<file path="src/tmrps_pkg.sv">
// package: constants and types for the timer with shared scaler
package tmrps_pkg;
    // ------------------------------------------------------------
    // register map
    // ------------------------------------------------------------
    localparam logic [6:0] TMRPS_TIMER_COUNT_ADDR = 7'h01;
    localparam logic [7:0] TMRPS_TIMER_COUNT_RST = 8'h00;
    localparam logic [5:0] TMRPS_OPTION_RST = 6'h3f;
    localparam logic [7:0] TMRPS_READ_UNMAPPED = 8'h00;

    // ------------------------------------------------------------
    // option field positions
    // ------------------------------------------------------------
    localparam int TMRPS_SRC_SEL_BIT = 5;
    localparam int TMRPS_EDGE_SEL_BIT = 4;
    localparam int TMRPS_ASSIGN_BIT = 3;
    localparam int TMRPS_RATIO_LSB = 0;
    localparam int TMRPS_RATIO_W = 3;

    // ------------------------------------------------------------
    // scaler and timing
    // ------------------------------------------------------------
    localparam int TMRPS_SCALER_W = 8;
    localparam logic [7:0] TMRPS_SCALER_RST = 8'h00;
    localparam logic [1:0] TMRPS_INHIBIT_CYCLES = 2'h2;
    localparam int TMRPS_CLK_NS = 50;
    localparam int TMRPS_PHASES_PER_CYCLE = 4;
    localparam int TMRPS_INSTR_NS = TMRPS_CLK_NS * TMRPS_PHASES_PER_CYCLE;

    // ------------------------------------------------------------
    // internal phase clocks, one-hot
    // ------------------------------------------------------------
    typedef enum logic [3:0] {
        PH_FIRST = 4'h1,
        PH_SECOND = 4'h2,
        PH_THIRD = 4'h4,
        PH_FOURTH = 4'h8
    } tmrps_phase_t;
endpackage

</file>
<file path="src/tmrps_timer.sv">
// module: 8-bit timer/counter with scaler shared with the watchdog
// How it works
// - source select 0, no scaler: count advances once per instruction cycle.
// - after a count write, two instruction cycles pass without counting.
// - source select 1: count advances on edges of the external input.
// - edge select 0 counts rising edges, 1 counts falling edges.
// - one 8-bit scaler serves either the timer or the watchdog, never both.
// - assignment bit 0 gives scaler to timer, 1 to watchdog.
// - timer ratios run in powers of two from 1:2 to 1:256.
// - software can neither read nor write the scaler.
// - any count write clears the scaler while timer owns it.
// - watchdog clear clears the scaler while watchdog owns it.
// - reset forces the scaler to zero.
// - scaler output is sampled in the second and fourth phases.
// - scaled input period at least four periods over the ratio.
// - count advances two to five periods after an input edge.
// - the count register is 8-bit read/write at data address 01h.
`timescale 1ns/100ps
module tmrps_timer
    import tmrps_pkg::*;
#(
    parameter int SCALER_W = TMRPS_SCALER_W
) (
    input wire logic clk,
    input wire logic resetn,
    input wire logic extCountInput,
    input wire logic [6:0] regAddr,
    input wire logic [7:0] regWrData,
    input wire logic regWrite,
    input wire logic optionWrite,
    input wire logic [5:0] optionData,
    input wire logic watchdogClearOp,
    input wire logic watchdogRawTick,
    output logic [7:0] regRdData,
    output logic watchdogScaledTick,
    output logic [3:0] instrPhase
);

    // ------------------------------------------------------------
    // helpers
    // ------------------------------------------------------------
    function automatic logic scalerBit(input logic [SCALER_W-1:0] s,
                                       input logic [3:0] idx);
        logic r;
        r = 1'b0;
        for (int i = 0; i < SCALER_W; i++) begin
            if (idx == 4'(i)) begin
                r = s[i];
            end
        end
        return r;
    endfunction

    // ------------------------------------------------------------
    // state
    // ------------------------------------------------------------
    tmrps_phase_t phase_r, phase_nxt;
    logic [5:0] option_r;
    logic [7:0] timerCount_r, timerCount_nxt;
    logic [SCALER_W-1:0] scaler_r, scaler_nxt;
    logic [1:0] inhibit_r;
    logic extSync1_r, extSync2_r, extLvlPrev_r;
    logic smp_r;
    logic wdtBitPrev_r;
    logic [7:0] rdData_r;
    logic wdtTick_r;

    logic srcSel, edgeSel, toWdt;
    logic [2:0] ratio;
    logic cycleEnd, samplePhase;
    logic extLevel, extEdge, srcPulse;
    logic timerWrite, scalerClr, scalerInc;
    logic timerScaled, rawOut, sampledRise, incReq, incOk;
    logic wdtBit, wdtBitRise;

    // level seen just after reset: sync flops clear, edge select comes up set;
    // starting the edge pick there keeps reset from posing as a count edge
    localparam logic LVL_RST = TMRPS_OPTION_RST[TMRPS_EDGE_SEL_BIT];

    assign srcSel = option_r[TMRPS_SRC_SEL_BIT];
    assign edgeSel = option_r[TMRPS_EDGE_SEL_BIT];
    assign toWdt = option_r[TMRPS_ASSIGN_BIT];
    assign ratio = option_r[TMRPS_RATIO_LSB +: TMRPS_RATIO_W];
    assign cycleEnd = (phase_r == PH_FOURTH);
    assign samplePhase = (phase_r == PH_SECOND) || (phase_r == PH_FOURTH);

    // ------------------------------------------------------------
    // internal phase clocks
    // ------------------------------------------------------------
    always_comb begin
        unique case (phase_r)
            PH_FIRST: phase_nxt = PH_SECOND;
            PH_SECOND: phase_nxt = PH_THIRD;
            PH_THIRD: phase_nxt = PH_FOURTH;
            PH_FOURTH: phase_nxt = PH_FIRST;
            default: phase_nxt = PH_FIRST;
        endcase
    end

    always_ff @(posedge clk or negedge resetn) begin
        if (!resetn) begin
            phase_r <= PH_FIRST;
        end else begin
            phase_r <= phase_nxt;
        end
    end

    // ------------------------------------------------------------
    // option register, write-only
    // ------------------------------------------------------------
    always_ff @(posedge clk or negedge resetn) begin
        if (!resetn) begin
            option_r <= TMRPS_OPTION_RST;
        end else if (optionWrite) begin
            option_r <= optionData;
        end
    end

    // ------------------------------------------------------------
    // external input: two-stage sync, then edge pick
    // ------------------------------------------------------------
    always_ff @(posedge clk or negedge resetn) begin
        if (!resetn) begin
            extSync1_r <= 1'b0;
            extSync2_r <= 1'b0;
            extLvlPrev_r <= LVL_RST;
        end else begin
            extSync1_r <= extCountInput;
            extSync2_r <= extSync1_r;
            extLvlPrev_r <= extLevel;
        end
    end

    // inverting for falling edges turns both choices into a rising edge
    assign extLevel = extSync2_r ^ edgeSel;
    assign extEdge = extLevel & ~extLvlPrev_r;
    assign srcPulse = srcSel ? extEdge : cycleEnd;

    // ------------------------------------------------------------
    // shared scaler, no software path in or out
    // ------------------------------------------------------------
    assign timerWrite = regWrite && (regAddr == TMRPS_TIMER_COUNT_ADDR);
    assign scalerClr = (timerWrite && !toWdt)
        || (watchdogClearOp && toWdt);
    // clocked by the sync'd edge, not a true ripple chain: keeps one domain
    assign scalerInc = toWdt ? watchdogRawTick : srcPulse;

    always_comb begin
        scaler_nxt = scaler_r;
        if (scalerClr) begin
            scaler_nxt = TMRPS_SCALER_RST;
        end else if (scalerInc) begin
            scaler_nxt = scaler_r + 1'b1;
        end
    end

    always_ff @(posedge clk or negedge resetn) begin
        if (!resetn) begin
            scaler_r <= TMRPS_SCALER_RST;
        end else begin
            scaler_r <= scaler_nxt;
        end
    end

    // ------------------------------------------------------------
    // timer source: scaler bit n rises once every 2^(n+1) counts
    // ------------------------------------------------------------
    assign timerScaled = !toWdt;
    assign rawOut = timerScaled ? scalerBit(scaler_r, {1'b0, ratio})
        : extLevel;

    always_ff @(posedge clk or negedge resetn) begin
        if (!resetn) begin
            smp_r <= LVL_RST; // watchdog owns scaler after reset: raw level is sampled
        end else if (samplePhase) begin
            smp_r <= rawOut;
        end
    end

    assign sampledRise = samplePhase && rawOut && !smp_r;
    assign incReq = (!srcSel && !timerScaled) ? cycleEnd : sampledRise;

    // ------------------------------------------------------------
    // write inhibit, counted in instruction cycles
    // ------------------------------------------------------------
    always_ff @(posedge clk or negedge resetn) begin
        if (!resetn) begin
            inhibit_r <= 2'h0;
        end else if (timerWrite) begin
            inhibit_r <= TMRPS_INHIBIT_CYCLES;
        end else if (cycleEnd && inhibit_r != 2'h0) begin
            inhibit_r <= inhibit_r - 2'h1;
        end
    end

    assign incOk = incReq && (inhibit_r == 2'h0);

    // ------------------------------------------------------------
    // count register
    // ------------------------------------------------------------
    always_comb begin
        timerCount_nxt = timerCount_r;
        if (timerWrite) begin
            timerCount_nxt = regWrData;
        end else if (incOk) begin
            timerCount_nxt = timerCount_r + 8'h01;
        end
    end

    always_ff @(posedge clk or negedge resetn) begin
        if (!resetn) begin
            timerCount_r <= TMRPS_TIMER_COUNT_RST;
        end else begin
            timerCount_r <= timerCount_nxt;
        end
    end

    always_ff @(posedge clk or negedge resetn) begin
        if (!resetn) begin
            rdData_r <= TMRPS_READ_UNMAPPED;
        end else if (regAddr == TMRPS_TIMER_COUNT_ADDR) begin
            rdData_r <= timerCount_r;
        end else begin
            rdData_r <= TMRPS_READ_UNMAPPED;
        end
    end

    assign regRdData = rdData_r;

    // ------------------------------------------------------------
    // watchdog postscaler output
    // ------------------------------------------------------------
    // code 0 means no division: raw tick passes straight through
    assign wdtBit = scalerBit(scaler_r, {1'b0, ratio} - 4'h1);
    assign wdtBitRise = wdtBit && !wdtBitPrev_r;

    always_ff @(posedge clk or negedge resetn) begin
        if (!resetn) begin
            wdtBitPrev_r <= 1'b0;
            wdtTick_r <= 1'b0;
        end else begin
            wdtBitPrev_r <= wdtBit;
            if (!toWdt) begin
                wdtTick_r <= watchdogRawTick;
            end else if (ratio == 3'h0) begin
                wdtTick_r <= watchdogRawTick;
            end else begin
                wdtTick_r <= wdtBitRise;
            end
        end
    end

    assign watchdogScaledTick = wdtTick_r;
    assign instrPhase = phase_r;
endmodule // tmrps_timer
</file>
<file path="config.mk">
export PLATFORM = sky130hd
export DESIGN_NAME = tmrps_timer
export DESIGN_NICKNAME = d
export VERILOG_FILES = /design/src/tmrps_pkg.sv /design/src/tmrps_timer.sv
export SDC_FILE = /design/constraint.sdc
export NUM_CORES = 1
export LEC_CHECK = 0
export BUFFER_PORTS_ARGS = -buffer_cell sky130_fd_sc_hd__buf_2
export CAP_MARGIN = 20
export CORE_ASPECT_RATIO = 0.6
export CORE_UTILIZATION = 50
export DETAILED_ROUTE_END_ITERATION = 6
export PLACE_DENSITY = 0.75
export SLEW_MARGIN = 20
export SYNTH_ARGS = -nofsm -noshare
export SYNTH_HDL_FRONTEND = slang
export SYNTH_SLANG_ARGS = --single-unit
</file>
<file path="constraint.sdc">
create_clock -name clk -period 2.1 [get_ports clk]
set_input_delay 0 -clock clk [delete_from_list [all_inputs] [get_ports clk]]
set_output_delay 0 -clock clk [all_outputs]
set_load 0.02 [all_outputs]
</file>
* After elaboration in Yosys (flattened, before gate mapping)
Index checks and enable logic that the tools add are counted.
** Word-level totals
- Register bits after elaboration :: 42
- Bits of input ports :: 28
- Output and inout port bits :: 13
** Cells by class
- Add/sub/neg operators :: 4
- Equal/unequal tests :: 19
- Multiplexer cells :: 30
- Bitwise gates (word level) :: 3
- Reduce and logical (&&, ||, !) cells :: 22
** Operator list (number)
- two-way mux 8 bit :: 5
- two-way mux 1 bit :: 22
- equality test 4 x 3 -> 1 bit, second input constant :: 5
- adder 8 x 1 -> 8 bit, second input constant :: 2
- equality test 3 bit, second input constant :: 4
- equality test 4 x 2 -> 1 bit, second input constant :: 3
- case mux 4 bit (3 select lines) :: 1
- logical AND 1 bit :: 9
- equality test 4 x 1 -> 1 bit, second input constant :: 2
- nonzero test 2 bit :: 4
- equality test 7 x 1 -> 1 bit, second input constant :: 1
- equality test 3 x 2 -> 1 bit, second input constant :: 2
- equality test 4 bit, second input constant :: 1
- logical NOT 1 bit :: 4
- logical NOT 4 bit :: 1
- two-way mux 2 bit :: 2
- subtractor 3 x 1 -> 4 bit, second input constant :: 1
- equality test 3 x 1 -> 1 bit, second input constant :: 1
- logical NOT 3 bit :: 1
- logical NOT 2 bit :: 1
- logical OR 1 bit :: 2
- subtractor 2 x 1 -> 2 bit, second input constant :: 1
- AND 1 bit :: 1
- NOT 1 bit :: 1
- bitwise XOR 1 bit :: 1

* Logic depth before layout (Yosys ltp)
- Depth in word-level cells :: 16
- Mapped depth :: 7
- Depth with buffers taken out :: 6

* Least setup slack after synthesis
Ideal clock, no wire load.
- Path type :: register -> register
- Start point :: register option_r[1]
- End point :: register timerCount_r[0]
- Library setup time :: 0.126 ns
- Data arrival time :: 1.739 ns
- Slack :: 0.235 ns
- Stages on the path, launching flop included :: 8
- Path buffers :: 2
- Clock period less this slack :: 1.865 ns
- Cell sequence :: dfstp_2 -> buf_4 -> mux2i_1 -> mux4_2 -> nand2_2 -> buf_4 -> a21oi_1 -> a221o_1
** Between the ends
- Longest elaborated chain between the ends :: 15
- Elaborated cells between the ends (all ways) :: 22
** RTL lines
- from (decl) :: RTL line tmrps_timer.sv:58 : logic [5:0] option_r;
- from (signal assigned) :: RTL line tmrps_timer.sv:115 : option_r <= optionData;
- logical NOT 3 bit :: RTL line tmrps_timer.sv:47 : if (idx == 4'(i)) begin
- two-way mux 1 bit (7 in series) :: RTL line tmrps_timer.sv:47
- two-way mux 1 bit * :: RTL line tmrps_timer.sv:47
- two-way mux 1 bit * :: RTL line tmrps_timer.sv:169 : assign rawOut = timerScaled ? scalerBit(scaler_r, {1'b0, ratio})
- logical AND 1 bit * (2 in series) :: RTL line tmrps_timer.sv:180 : assign sampledRise = samplePhase && rawOut && !smp_r;
- two-way mux 1 bit * :: RTL line tmrps_timer.sv:181 : assign incReq = (!srcSel && !timerScaled) ? cycleEnd : sampledRise;
- logical AND 1 bit * :: RTL line tmrps_timer.sv:196 : assign incOk = incReq && (inhibit_r == 2'h0);
- nonzero test 2 bit (no source line) *
- to (signal assigned) :: RTL line tmrps_timer.sv:214 : timerCount_r <= timerCount_nxt;
- to (decl) :: RTL line tmrps_timer.sv:59 : logic [7:0] timerCount_r, timerCount_nxt;
Mark *: on every way between the ends. The rest lies on a longest branch, timed or not.
A chain may end at the register's enable or synchronous reset.

* Final worst setup path
Ends and elaborated chain as after synthesis.

==> qor.csv <==
stage,metric,value,unit
clocking,Clock Path Buffers,2,
yosys,register area share after synthesis,0.501,
worst_setup_path,endpoint type of the worst setup path,flop,
global_route,grt met1 use,0.410,
floorplan,row cnt,17,
clocking,# clock sinks,42,
timing,# setup viols final,0,
yosys,Yosys cell types,50,
floorplan,IO Count,41,
routing,DRC,0,
routing,Via density,5.58,
clocking,clock transition at the registers of the reported paths,0.09,ns
power_and_ir_drop,PD cells,787,nW/um2
clocking,setup bufs post-CTS,0,
timing,crit share post-route,0.958,
yosys,Synth Flop Type,dfrtp_1,
clocking,H-Tree Depth,2,
place,Setup Slack @ Placement,0.129,ns
yosys,area share of the largest cell type after synthesis,0.390,
global_route,total gr overflow,0,
worst_setup_path,Crit path required time,2.28,ns
global_route,global-route wire length before repair,8.19,mm
power_and_ir_drop,peak supply drop,0.000477,V
global_route,GRT Total Usage,0.251,
routing,drt pass-1 iters,4,
yosys,Syn Nets,238,
timing,Final Hold Fails,0,
floorplan,Chip Height,52.4,um
timing,Max transition margin,0.402,
timing,Max Slew Vio Count,0,
routing,via count,1870,
final_layout,layout cells sized above 1,0.284,
yosys,"count leader, synth",dfrtp_1,
clocking,root buffer cell,clkbuf_8,
worst_setup_path,Critical Path AT,2.19,ns
place,GPL Wtd Cong,0.863,
timing,worst-margin pin slew,0.897,ns
global_route,grt met2 use,0.325,
place,placed inst area,2420,um2
timing,Fin Setup TNS,0,ns
routing,wire per inst,15.1,um
final_layout,fin area,2750,um2
global_route,GRT met3 Usage,0.0614,
yosys,"top cells by count, synth","dfrtp_1 (33), nand2_1 (25), nand3_1 (12)",
clocking,CTS Buf Count,5,
run,Max Cap Viol,0,
place,PortBufs,40,
timing,min Tclk post-route,2.01,ns
yosys,Synth Area per Inst,10.2,um2
final_layout,area grow syn2layout,29.5,%
yosys,Async SR Flop Fraction,1.00,
global_route,GR peak layer,met1,
timing,Setup Skew,0.00316,ns
yosys,Synth warnings,0,
worst_setup_path,Crit Path Class,reg -> reg,
worst_hold_path,Hold/Removal Path Class,in -> reg,
yosys,Yosys reg bits,42,
power_and_ir_drop,Leak,1.32,nW
yosys,"top cells by area, synth","dfrtp_1 (39%), dfstp_2 (11%), nand2_1 (4.4%), and3_1 (3.0%), nand3_1 (2.8%)",
clocking,latest clock arrival within the worst-skew pair,0.29,ns
floorplan,Die X,86.1,um
power_and_ir_drop,Tot Pwr,2.16,mW
timing,setup ws final,0.0880,ns
timing,Hold Slack,0.0434,ns
timing,unrepaired setup endpoints after global routing,false,
routing,Initial DRC Count,199,
place,hpwl dp,3.55,mm
worst_setup_path,Crit Path Max Fanout,14,
yosys,Post-Syn Instances,207,
routing,final WL,5.05,mm
yosys,Mapped Area,2120,um2
yosys,Yosys top cell by area,dfrtp_1,
floorplan,initial core utilization,0.551,
floorplan,core area,3850,um2
final_layout,Nets,308,
routing,Detail Route Antenna Nets,0,
final_layout,Antenna diodes,0,
yosys,Post-synth EDFFs,0,
clocking,CTS tree,yes,
global_route,antenna violations before repair,0,
floorplan,die area,4510,um2
global_route,number of global-route vias before repair,1572,
status,status,"finished, final reports clean",
timing,Fmax,497,MHz
global_route,pin count of the biggest net entering global routing,43,
worst_setup_path,startpoint types,flop,
## repair_timing
| item | 4_1_cts | 5_1_grt |
|---|---|---|
| hold buffers | 21 | 0 |
| hold endpoints to repair | 49 | 0 |
| gates resized for setup | 0 | 0 |
## layout make-up
class	instances	area, um2
clock buffers	5	68.8
clock inverters	3	45.0
fillers	321	1100
inverters	8	30.0
multi-input cells	150	990
flip-flops and latches	42	1060
well taps	57	71.3
repair buffers	70	478
## cells in the final DEF (no fill, tap or decap), drive strengths merged, types with 2 or more instances in the layout
cell type,instances
nand3,12
o211ai,4
nand2b,2
nor3,6
or3,3
a21boi,2
inv,8
a21o,2
xor2,3
nor4b,7
dlygate4sd3,21
nor2,10
nor4,2
mux2i,5
and3,10
nand4,6
clkinvlp,2
dfstp,9
or4,2
clkbuf,5
nand2,26
o21ai,9
dfrtp,33
mux2,4
and2,2
xnor2,2
ha,3
a21oi,11
o31ai,4
buf,49
## power breakdown
part,internal [mW],switching (mW)
sequential,0.923,0.126
clock,0.354,0.295
combinational,0.221,0.243
total,1.50,0.663
## path summary, 6_finish.rpt
path / startpoint / end / slack, ns / cells after the start
setup / recovery: option_r[1] / timerCount_r[0] / 0.09 / 5
hold / removal: regAddr[3] / regRdData[6] / 0.04 / 3
setup reg to reg: option_r[1] / timerCount_r[0] / 0.09 / 5
hold reg to reg: extSync1_r / extSync2_r / 0.35 / 0
max in group asynchronous: resetn / regRdData[6] / 1.18 / 2
min in group asynchronous: resetn / inhibit_r[1] / 0.37 / 2
## per-layer routing
layer | vias up | routed length, um
li1 | 901 | -
met1 | 886 | 2590
met2 | 81 | 1950
met3 | 2 | 479
met4 | 0 | 19
met5 | - | 0
## sequential cells by signal (all words and copies together), names as in the netlist
register	cells
option_r	6
smp_r	1
instrPhase	4
inhibit_r	2
extSync1_r	1
extLvlPrev_r	1
regRdData	8
watchdogScaledTick	1
wdtBitPrev_r	1
timerCount_r	8
scaler_r	8
extSync2_r	1
## stage by stage
step,util,instances
2_1_floorplan,-,207
3_3_place_gp,0.629,306
3_5_place_dp,0.629,306
4_1_cts,0.713,335
5_1_grt,0.713,335
6_report,0.713,335
## worst max-delay path: stages, from the launching register on
cell and delay (ns):
dfstp_2 0.65, mux2i_1 0.28, mux4_2 0.27, nand2_2 0.16
and2_1 0.24, a221o_1 0.30
## kinds of logic (layout without fill, tap and decap cells)
logic type	count (synthesis)	count (layout)	share of synthesized area
DFF	42	42	0.501
and+or+nand+nor	89	89	0.230
xor gates and xnor gates	5	5	0.0207
AOI/OAI and AO/OA	43	43	0.143
adders and majority gates	3	3	0.0177
muxes	10	10	0.0555
buffers and inverters	15	86	0.0319
Power figures use the tool's default switching activity.
